**src/hpirq_pkg.sv**
```systemverilog
// shared constants for the host port pin mux and report interrupt
package hpirq_pkg;
    localparam int unsigned REPORT_COUNT_W = 8;
    localparam logic [1:0]  MODE_I2C       = 2'h0;
    localparam logic [1:0]  MODE_SPI       = 2'h1;
    localparam logic [1:0]  MODE_LIN       = 2'h2;
    localparam logic [2:0]  GPIO_OE_RESET  = 3'h0;
    localparam logic [2:0]  GPIO_OUT_RESET = 3'h7;
    typedef enum logic [1:0] {
        HPIRQ_I2C,
        HPIRQ_SPI,
        HPIRQ_LIN
    } hpirq_mode_t;
endpackage : hpirq_pkg

```
**src/hpirq_top.sv**
```systemverilog
// host port pin mux, report pending interrupt and general purpose pins
//
// Notes on behaviour
// - interrupt pin driven low while any report waits to be read.
// - with nothing pending the pin is released, never driven high.
// - each host read consumes one report; release only when all consumed.
// - in lin mode the interrupt pin may become transceiver enable output.
// - pin a is i2c data, spi clock in, or lin receive in.
// - pin b is i2c clock in, spi select in, or lin transmit out.
// - three general purpose pins, weak pull-up, host configurable.
// - config may make io one hsync input and io two vsync input.
// - low hardware reset asynchronously returns everything to reset state.
// - names with _n are active low signals.
`timescale 1ns/100ps
`default_nettype none
module hpirq_top
    import hpirq_pkg::*;
#(
    parameter int unsigned COUNT_W = REPORT_COUNT_W
) (
    // clock and reset
    input  wire logic        ref_clk,
    input  wire logic        hw_reset_n,
    // mode and options
    input  wire logic [1:0]  mode_sel,
    input  wire logic        lin_enable_on_irq,
    input  wire logic        lin_transceiver_enable,
    input  wire logic        hsync_sel,
    input  wire logic        vsync_sel,
    // report queue events
    input  wire logic        report_queued,
    input  wire logic        report_consumed,
    output logic             reports_pending,
    // report interrupt pin, open drain
    output logic             report_pending_irq_n_o,
    output logic             report_pending_irq_n_oe_n,
    // host pin a
    input  wire logic        host_pin_a_i,
    output logic             host_pin_a_o,
    output logic             host_pin_a_oe_n,
    // host pin b
    input  wire logic        host_pin_b_i,
    output logic             host_pin_b_o,
    output logic             host_pin_b_oe_n,
    // protocol cores side
    input  wire logic        i2c_sda_drive_low,
    input  wire logic        lin_tx,
    output logic             i2c_sda_in,
    output logic             i2c_scl_in,
    output logic             spi_sck_in,
    output logic             slave_select_n,
    output logic             lin_rx,
    // general purpose pins
    input  wire logic [2:0]  gpio_pin_i,
    output logic [2:0]       gpio_pin_o,
    output logic [2:0]       gpio_pin_oe_n,
    input  wire logic [2:0]  gpio_out_set,
    input  wire logic [2:0]  gpio_dir_out,
    output logic [2:0]       gpio_in_val,
    output logic             hsync_in,
    output logic             vertical_or_external_sync_in
);
    logic [COUNT_W-1:0] count_reg;
    logic [COUNT_W-1:0] count_next;
    logic [1:0]         a_sync_reg;
    logic [1:0]         b_sync_reg;
    logic [2:0]         g_meta_reg;
    logic [2:0]         g_sync_reg;
    hpirq_mode_t        mode_reg;
    logic               lin_irq_en;
    logic               pending_next;

    // mode decode, shared by the host pin, core side and interrupt paths
    function automatic logic mode_is(
        input hpirq_mode_t cur,
        input hpirq_mode_t want
    );
        return (cur == want);
    endfunction : mode_is

    // one queued report is enough to hold the pin low
    function automatic logic any_pending(
        input logic [COUNT_W-1:0] cnt
    );
        return (cnt != '0);
    endfunction : any_pending

    // consume and queue in one cycle cancel; saturate to avoid wrap
    always_comb begin
        count_next = count_reg;
        if (report_queued && !report_consumed && count_reg != {COUNT_W{1'b1}}) begin
            count_next = count_reg + 1'b1;
        end else if (!report_queued && report_consumed && count_reg != '0) begin
            count_next = count_reg - 1'b1;
        end
    end

    always_ff @(posedge ref_clk or negedge hw_reset_n) begin
        if (!hw_reset_n) begin
            count_reg <= '0;
        end else begin
            count_reg <= count_next;
        end
    end

    always_ff @(posedge ref_clk or negedge hw_reset_n) begin
        if (!hw_reset_n) begin
            mode_reg <= HPIRQ_I2C;
        end else begin
            case (mode_sel)
                MODE_I2C: mode_reg <= HPIRQ_I2C;
                MODE_SPI: mode_reg <= HPIRQ_SPI;
                MODE_LIN: mode_reg <= HPIRQ_LIN;
                default:  mode_reg <= HPIRQ_I2C;
            endcase
        end
    end

    assign lin_irq_en   = mode_is(mode_reg, HPIRQ_LIN) && lin_enable_on_irq;
    assign pending_next = any_pending(count_next);

    // pending flag moves on the same edge as the pin
    always_ff @(posedge ref_clk or negedge hw_reset_n) begin
        if (!hw_reset_n) begin
            reports_pending <= 1'b0;
        end else begin
            reports_pending <= pending_next;
        end
    end

    // pin always driven low or released; pull-up gives the high level
    always_ff @(posedge ref_clk or negedge hw_reset_n) begin
        if (!hw_reset_n) begin
            report_pending_irq_n_o    <= 1'b0;
            report_pending_irq_n_oe_n <= 1'b1;
        end else begin
            report_pending_irq_n_o <= 1'b0;
            if (lin_irq_en) begin
                report_pending_irq_n_oe_n <= lin_transceiver_enable;
            end else begin
                report_pending_irq_n_oe_n <= !pending_next;
            end
        end
    end

    // pin inputs: two flops before use
    always_ff @(posedge ref_clk or negedge hw_reset_n) begin
        if (!hw_reset_n) begin
            a_sync_reg <= 2'h3;
            b_sync_reg <= 2'h3;
            g_meta_reg <= 3'h7;
            g_sync_reg <= 3'h7;
        end else begin
            a_sync_reg <= {a_sync_reg[0], host_pin_a_i};
            b_sync_reg <= {b_sync_reg[0], host_pin_b_i};
            g_meta_reg <= gpio_pin_i;
            g_sync_reg <= g_meta_reg;
        end
    end

    // pin a: only i2c data ever drives it, and only low
    always_ff @(posedge ref_clk or negedge hw_reset_n) begin
        if (!hw_reset_n) begin
            host_pin_a_o    <= 1'b0;
            host_pin_a_oe_n <= 1'b1;
        end else begin
            host_pin_a_o    <= 1'b0;
            host_pin_a_oe_n <= !(mode_is(mode_reg, HPIRQ_I2C) && i2c_sda_drive_low);
        end
    end

    // pin b: driven only as lin transmit
    always_ff @(posedge ref_clk or negedge hw_reset_n) begin
        if (!hw_reset_n) begin
            host_pin_b_o    <= 1'b1;
            host_pin_b_oe_n <= 1'b1;
        end else begin
            host_pin_b_o    <= lin_tx;
            host_pin_b_oe_n <= !mode_is(mode_reg, HPIRQ_LIN);
        end
    end

    // core side: idle levels outside the active mode keep unused cores quiet
    always_ff @(posedge ref_clk or negedge hw_reset_n) begin
        if (!hw_reset_n) begin
            i2c_sda_in      <= 1'b1;
            i2c_scl_in      <= 1'b1;
            spi_sck_in      <= 1'b0;
            slave_select_n  <= 1'b1;
            lin_rx          <= 1'b1;
        end else begin
            i2c_sda_in      <= mode_is(mode_reg, HPIRQ_I2C) ? a_sync_reg[1] : 1'b1;
            spi_sck_in      <= mode_is(mode_reg, HPIRQ_SPI) ? a_sync_reg[1] : 1'b0;
            lin_rx          <= mode_is(mode_reg, HPIRQ_LIN) ? a_sync_reg[1] : 1'b1;
            i2c_scl_in      <= mode_is(mode_reg, HPIRQ_I2C) ? b_sync_reg[1] : 1'b1;
            slave_select_n  <= mode_is(mode_reg, HPIRQ_SPI) ? b_sync_reg[1] : 1'b1;
        end
    end

    // sync selection forces its pin to input
    always_ff @(posedge ref_clk or negedge hw_reset_n) begin
        if (!hw_reset_n) begin
            gpio_pin_o       <= GPIO_OUT_RESET;
            gpio_pin_oe_n    <= ~GPIO_OE_RESET;
        end else begin
            gpio_pin_o       <= gpio_out_set;
            gpio_pin_oe_n[0] <= !gpio_dir_out[0];
            gpio_pin_oe_n[1] <= !(gpio_dir_out[1] && !hsync_sel);
            gpio_pin_oe_n[2] <= !(gpio_dir_out[2] && !vsync_sel);
        end
    end

    // sync inputs read low while not selected
    always_ff @(posedge ref_clk or negedge hw_reset_n) begin
        if (!hw_reset_n) begin
            gpio_in_val                  <= 3'h7;
            hsync_in                     <= 1'b0;
            vertical_or_external_sync_in <= 1'b0;
        end else begin
            gpio_in_val                  <= g_sync_reg;
            hsync_in                     <= hsync_sel && g_sync_reg[1];
            vertical_or_external_sync_in <= vsync_sel && g_sync_reg[2];
        end
    end
endmodule : hpirq_top
`default_nettype wire

```
**config.mk**
```make
export PLATFORM = sky130hd
export DESIGN_NAME = hpirq_top
export DESIGN_NICKNAME = d
export VERILOG_FILES = /design/src/hpirq_pkg.sv /design/src/hpirq_top.sv
export SDC_FILE = /design/constraint.sdc
export NUM_CORES = 1
export LEC_CHECK = 0
export ABC_AREA = 1
export BUFFER_PORTS_ARGS = -buffer_cell sky130_fd_sc_hd__buf_2
export CAP_MARGIN = 5
export CORE_MARGIN = 4
export CORE_UTILIZATION = 55
export DETAILED_ROUTE_END_ITERATION = 8
export PLACE_DENSITY = 0.83
export SLEW_MARGIN = 20
export SYNTH_ARGS = -nofsm -noshare
export SYNTH_HDL_FRONTEND = slang
export SYNTH_SLANG_ARGS = --single-unit
```
**constraint.sdc**
```tcl
create_clock -name ref_clk -period 3 [get_ports ref_clk]
set_clock_uncertainty 0.05 [all_clocks]
set_input_delay 0.15 -clock ref_clk [delete_from_list [all_inputs] [get_ports ref_clk]]
set_output_delay 0.15 -clock ref_clk [all_outputs]
set_load 0.005 [all_outputs]
```
## After elaboration in Yosys (flattened, before gate mapping)

Index checks and enable logic that the tools add are counted.

| word-level totals | value |
|---|---|
| input bits | 23 |
| logic and storage cells | 60 |
| register bits | 41 |

| operators by class | value |
|---|---|
| reductions and logical operators | 23 |
| multiplexer cells | 9 |
| add/subtract/negate cells | 2 |
| equal/unequal tests | 5 |

Operators with widths:

| kind | count |
|---|---|
| 2-to-1 mux 8 bit | 2 |
| nonzero test 8 bit | 2 |
| logical AND 1 bit | 10 |
| zero test 1 bit | 10 |
| adder 8 x 1 -> 8 bit (second input constant) | 1 |
| != test 8 bit (second input constant) | 1 |
| subtractor 8 x 1 -> 8 bit (second input constant) | 1 |
| 2-to-1 mux 1 bit | 6 |
| equality test 2 x 1 -> 1 bit (second input constant) | 2 |
| equality test 2 bit (second input constant) | 2 |
| one-hot mux 2 bit (2 select lines) | 1 |
| zero test 2 bit | 1 |

## Depth between registers and ports, before layout

| logic depth | value |
|---|---|
| depth after elaboration | 8 |
| depth in mapped cells | 14 |

## Least setup slack after synthesis

Ideal clock, no wire load.

| timing path | value |
|---|---|
| path kind | register -> register |
| start point | reg count_reg[0] |
| end point | reg report_pending_irq_n_oe_n |
| setup slack | 1.395 ns |
| cell stages (with the launch flop) | 13 |
| setup time | 0.061 ns |
| required time | 2.889 ns |
| data arrival time | 1.494 ns |
| cell sequence | dfrtp_1 inv_1 ha_1 inv_1 nor2_1 nand2_2 nand2_2 nand3_1 nand2_1 nand3_1 nor2_2 nand3_1 nand2_1 |

| between the ends | value |
|---|---|
| cells in the longest elaborated chain, start to end | 7 |
| elaborated cells on any way between the ends | 11 |

Ends and longest elaborated chain:

| item | line | text |
|---|---|---|
| start: declaration | hpirq_top.sv:63 | `logic [COUNT_W-1:0] count_reg;` |
| start signal: assignment | hpirq_top.sv:102 | `count_reg <= count_next;` |
| parallel branches: the longest is 3 deep, another holds subtractor 8 x 1 -> 8 bit | n/a |  |
| 2-to-1 mux 8 bit * | hpirq_top.sv:91 | `if (report_queued && !report_consumed && count_reg != {COUNT_W{1'b1}}) begin` |
| nonzero test 8 bit * | hpirq_top.sv:85 | `return (cnt != '0);` |
| zero test 1 bit * | hpirq_top.sv:141 | `report_pending_irq_n_oe_n <= !pending_next;` |
| 2-to-1 mux 1 bit * | hpirq_top.sv:138 | `if (lin_irq_en) begin` |
| end signal: assignment | hpirq_top.sv:139 | `report_pending_irq_n_oe_n <= lin_transceiver_enable;` |
| end signal: assignment | hpirq_top.sv:141 |  |
| end: declaration | hpirq_top.sv:36 | `output logic report_pending_irq_n_oe_n,` |

Every way passes the cells marked *.

## Worst setup path in the final report

Same ends and word-level chain as after synthesis.

==> flow_metrics.py <==
metrics = {
    "setup_path": {
        "cp.arrival_ps": 2100,
        "path_delay_family": "simple AND/OR/NAND/NOR gates",
        "worst-path-buf-inv": 2,
        "cp-end-kind": "register",
        "crit_path_frequent_cell": "nand3_1",
        "cp_max_fo": 7,
        "cp_slowest_cell": "dfrtp_1",
        "cpPeakStageDelay_ps": 430,
        "crit_required_ps": 3240,
        "worstSetupPathType": "register to register",
        "worstSetupStartpointType": "register",
        "crit_chain": "inv_1, ha_1, inv_1, nor2_1, nand2_2, nand2_2, nand3_1, nand2_1, nand3_1, nor2_2, nand3_1, nand2_1",
    },
    "hold_path": {
        "hold_class": "input pin to register",
    },
    "synth": {
        "synth_warnings": 0,
        "yosysTopAreaCell": "dfstp_2",
        "yosysMostFrequentCell": "nand2_1",
        "synth-seq-cells": 41,
        "synth_edf_count": 0,
        "async_flop_share": 1.000,
        "ys_seq_area_frac": 0.5977,
        "synthDominantCellAreaShare": 0.4001,
        "synth_commonest_cells": "59 x nand2_1, 27 x dfstp_2, 20 x inv_1",
        "syn_area_sq_um": 1773,
        "synth_cells": 193,
        "avgSynthCellArea_sq_um": 9.186,
        "synth_cell_type_count": 23,
        "ys_top_cells_by_area": "dfstp_2 40%, dfrtp_1 20%, nand2_1 12%, nand3_1 5.1%, inv_1 4.2%",
        "synth-main-ff-cell": "dfstp_2",
    },
    "clock_tree": {
        "clk_latency_ps": 340,
        "clkSinkCount": 41,
        "htreeDepth": 2,
        "cts_tree": "built",
        "clk_pin_slew_ps": 110,
        "ctsLongestPathBuffers": 2,
        "root_buffer": "clkbuf_4",
        "cts_buffers": 5,
    },
    "final_layout": {
        "diodes": 0,
        "largest_register_ffs": 8,
        "fin_nets": 289,
        "drive_above_1_share": 0.3636,
        "area_delta_synth_final_pct": 31.33,
    },
    "placed_design": {
        "routabilityCongestion": 0.9049,
        "portBuffers": 43,
        "post-dp-hpwl_mm": 2.539,
        "place_worst_setup_slack_ps": 1149,
    },
    "detailed_routing": {
        "drtIter0Drc": 114,
        "drt_pass1_iterations": 4,
        "route.detailed.drc": 0,
        "ant_nets": 0,
        "vias": 1455,
        "wl_per_cell_um": 13.16,
        "viasPerCell": 4.724,
        "drt_wl_total_mm": 4.053,
    },
    "pwr": {
        "p_leak_nw": 1.171,
        "p_clk_frac": 0.225,
        "intPower_w": 0.0009869,
        "p_per_area_nw_per_um2": 651.8,
        "vdd_ir_drop_max_uv": 539.7,
        "sw_frac_of_total": 0.3497,
        "p_comb_frac": 0.294,
        "seqPwrFrac": 0.481,
        "p_switching_w": 0.0005308,
        "power.total_w": 0.001518,
    },
    "sta": {
        "finalSetupViolCount": 0,
        "slew_viol_final": 0,
        "fin_ws_ps": 1141,
        "tightestPinTransition_ps": 811.6,
        "period_needed_ps": 1859,
        "hold_violations": 0,
        "period_share": 0.6197,
        "tns_ps": 0,
        "rsz0062_at_grt": "false",
        "relSlewSlack": 0.4590,
        "max_freq_mhz": 537.9,
    },
    "run_status": {
        "status": "complete, no violations",
    },
    "die": {
        "design.die.area_sq_um": 4196,
        "fp-row-count": 20,
        "start_util": 0.5760,
        "die_h_um": 64.78,
        "ioPinCount": 46,
        "core_sq_um": 3078,
        "dieWidth_um": 64.78,
    },
    "global_route": {
        "grt_start_max_net_pins": 42,
        "grtUsageTotal": 0.2179,
        "gr-total-overflow": 0,
        "grt_pass1_wl_mm": 6.713,
        "grt_pass1_vias": 1467,
        "antenna_found_initial": 0,
    },
    "run": {
        "maxCapViolations": 0,
    },
}
## logic make-up after synthesis
logic type | after synthesis | synth area share
AND/OR/NAND/NOR | 111 | 0.2830
adder cells (fa/ha/maj) | 3 | 0.02117
other | 1 | 0.002115
AO/OA/AOI/OAI | 3 | 0.008466
XOR/XNOR | 3 | 0.01482
flip-flops | 41 | 0.5977
buffers and inverters | 31 | 0.07269
## cell type report
class                      count  area, sq um
clock inverter                 2        35.03
sequential                    41         1060
timing repair buffer          66        445.4
tap                           44        55.05
inverter                      27        103.9
clock buffer                   6        41.29
fill                         226        749.5
multi-input combinational    122        588.1
## through the flow
| step | utilization | hold slack (ps) | cells | area [sq um] |
|---|---|---|---|---|
| final | 0.7565 | 37.88 | 308 | 2328 |
| after detailed placement | 0.6569 | 206.1 | 277 | 2022 |
| after floorplan | - | -195.6 | 194 | 1777 |
| after global routing | 0.7565 | 50.72 | 308 | 2328 |
| after CTS | 0.7565 | 12.20 | 308 | 2328 |
| after global placement | 0.6569 | 204.9 | 277 | 2022 |
## layout by cell type (no fill, tap or decap), drive strengths merged
cell type    synthesis  final
dfstp               27     27
nand3               19     19
clkbuf               0      6
nand2               64     64
dlygate4sd3          0     23
o21ai                1      1
bufinv               0      1
nor3                 1      1
conb                 1      2
a21oi                2      2
xor2                 3      3
buf                  4     43
nor2                21     21
nand4                4      4
ha                   3      3
dfrtp               14     14
clkinv               2      3
inv                 25     25
nand3b               2      2
## power by group through the flow
stage          Sequential (W)  Combinational (W)  Clock (W)
2_1_floorplan        0.000698           0.000341          0
3_3_place_gp         0.000734           0.000413          0
3_5_place_dp         0.000738           0.000420          0
4_1_cts              0.000728           0.000444   0.000348
5_1_grt              0.000742           0.000514   0.000372
6_report             0.000730           0.000447   0.000341
## layer usage
metal	wire, um	part of all wire	global-route usage	vias up
met5	0	0	0	-
met4	68	0.017	0.06860	0
met3	277	0.068	0.06239	6
met2	2280	0.56	0.4023	51
met1	1427	0.35	0.2380	674
li1	-	-	-	724
## worst register-to-register path, delay by kind of cell (launching register included)
family | cells | cell delay [ps]
adders and majority gates | 1 | 230
and+or+nand+nor | 9 | 890
buffers and inverters | 2 | 230
DFF | 1 | 430
## worst paths after layout
| kind | startpoint | end | slack (ps) | depth (start not counted) |
|---|---|---|---|---|
| max reg2reg | count_reg[0]$_DFF_PN0_ | report_pending_irq_n_oe_n$_DFF_PN1_ | 1140 | 12 |
| min | lin_enable_on_irq | report_pending_irq_n_oe_n$_DFF_PN1_ | 40 | 4 |
| min reg2reg | b_sync_reg[0]$_DFF_PN1_ | b_sync_reg[1]$_DFF_PN1_ | 300 | 0 |
| max | count_reg[0]$_DFF_PN0_ | report_pending_irq_n_oe_n$_DFF_PN1_ | 1140 | 12 |
| max in group asynchronous | hw_reset_n | mode_reg[1]$_DFF_PN0_ | 2010 | 2 |
| min in group asynchronous | hw_reset_n | spi_sck_in$_DFF_PN0_ | 390 | 2 |
## repair_timing
action                    CTS  global route
gates resized for setup     0             0
hold endpoints to repair   32             0
hold buffers               23             0
setup buffers               0             0
Power figures use the tool's default switching activity.
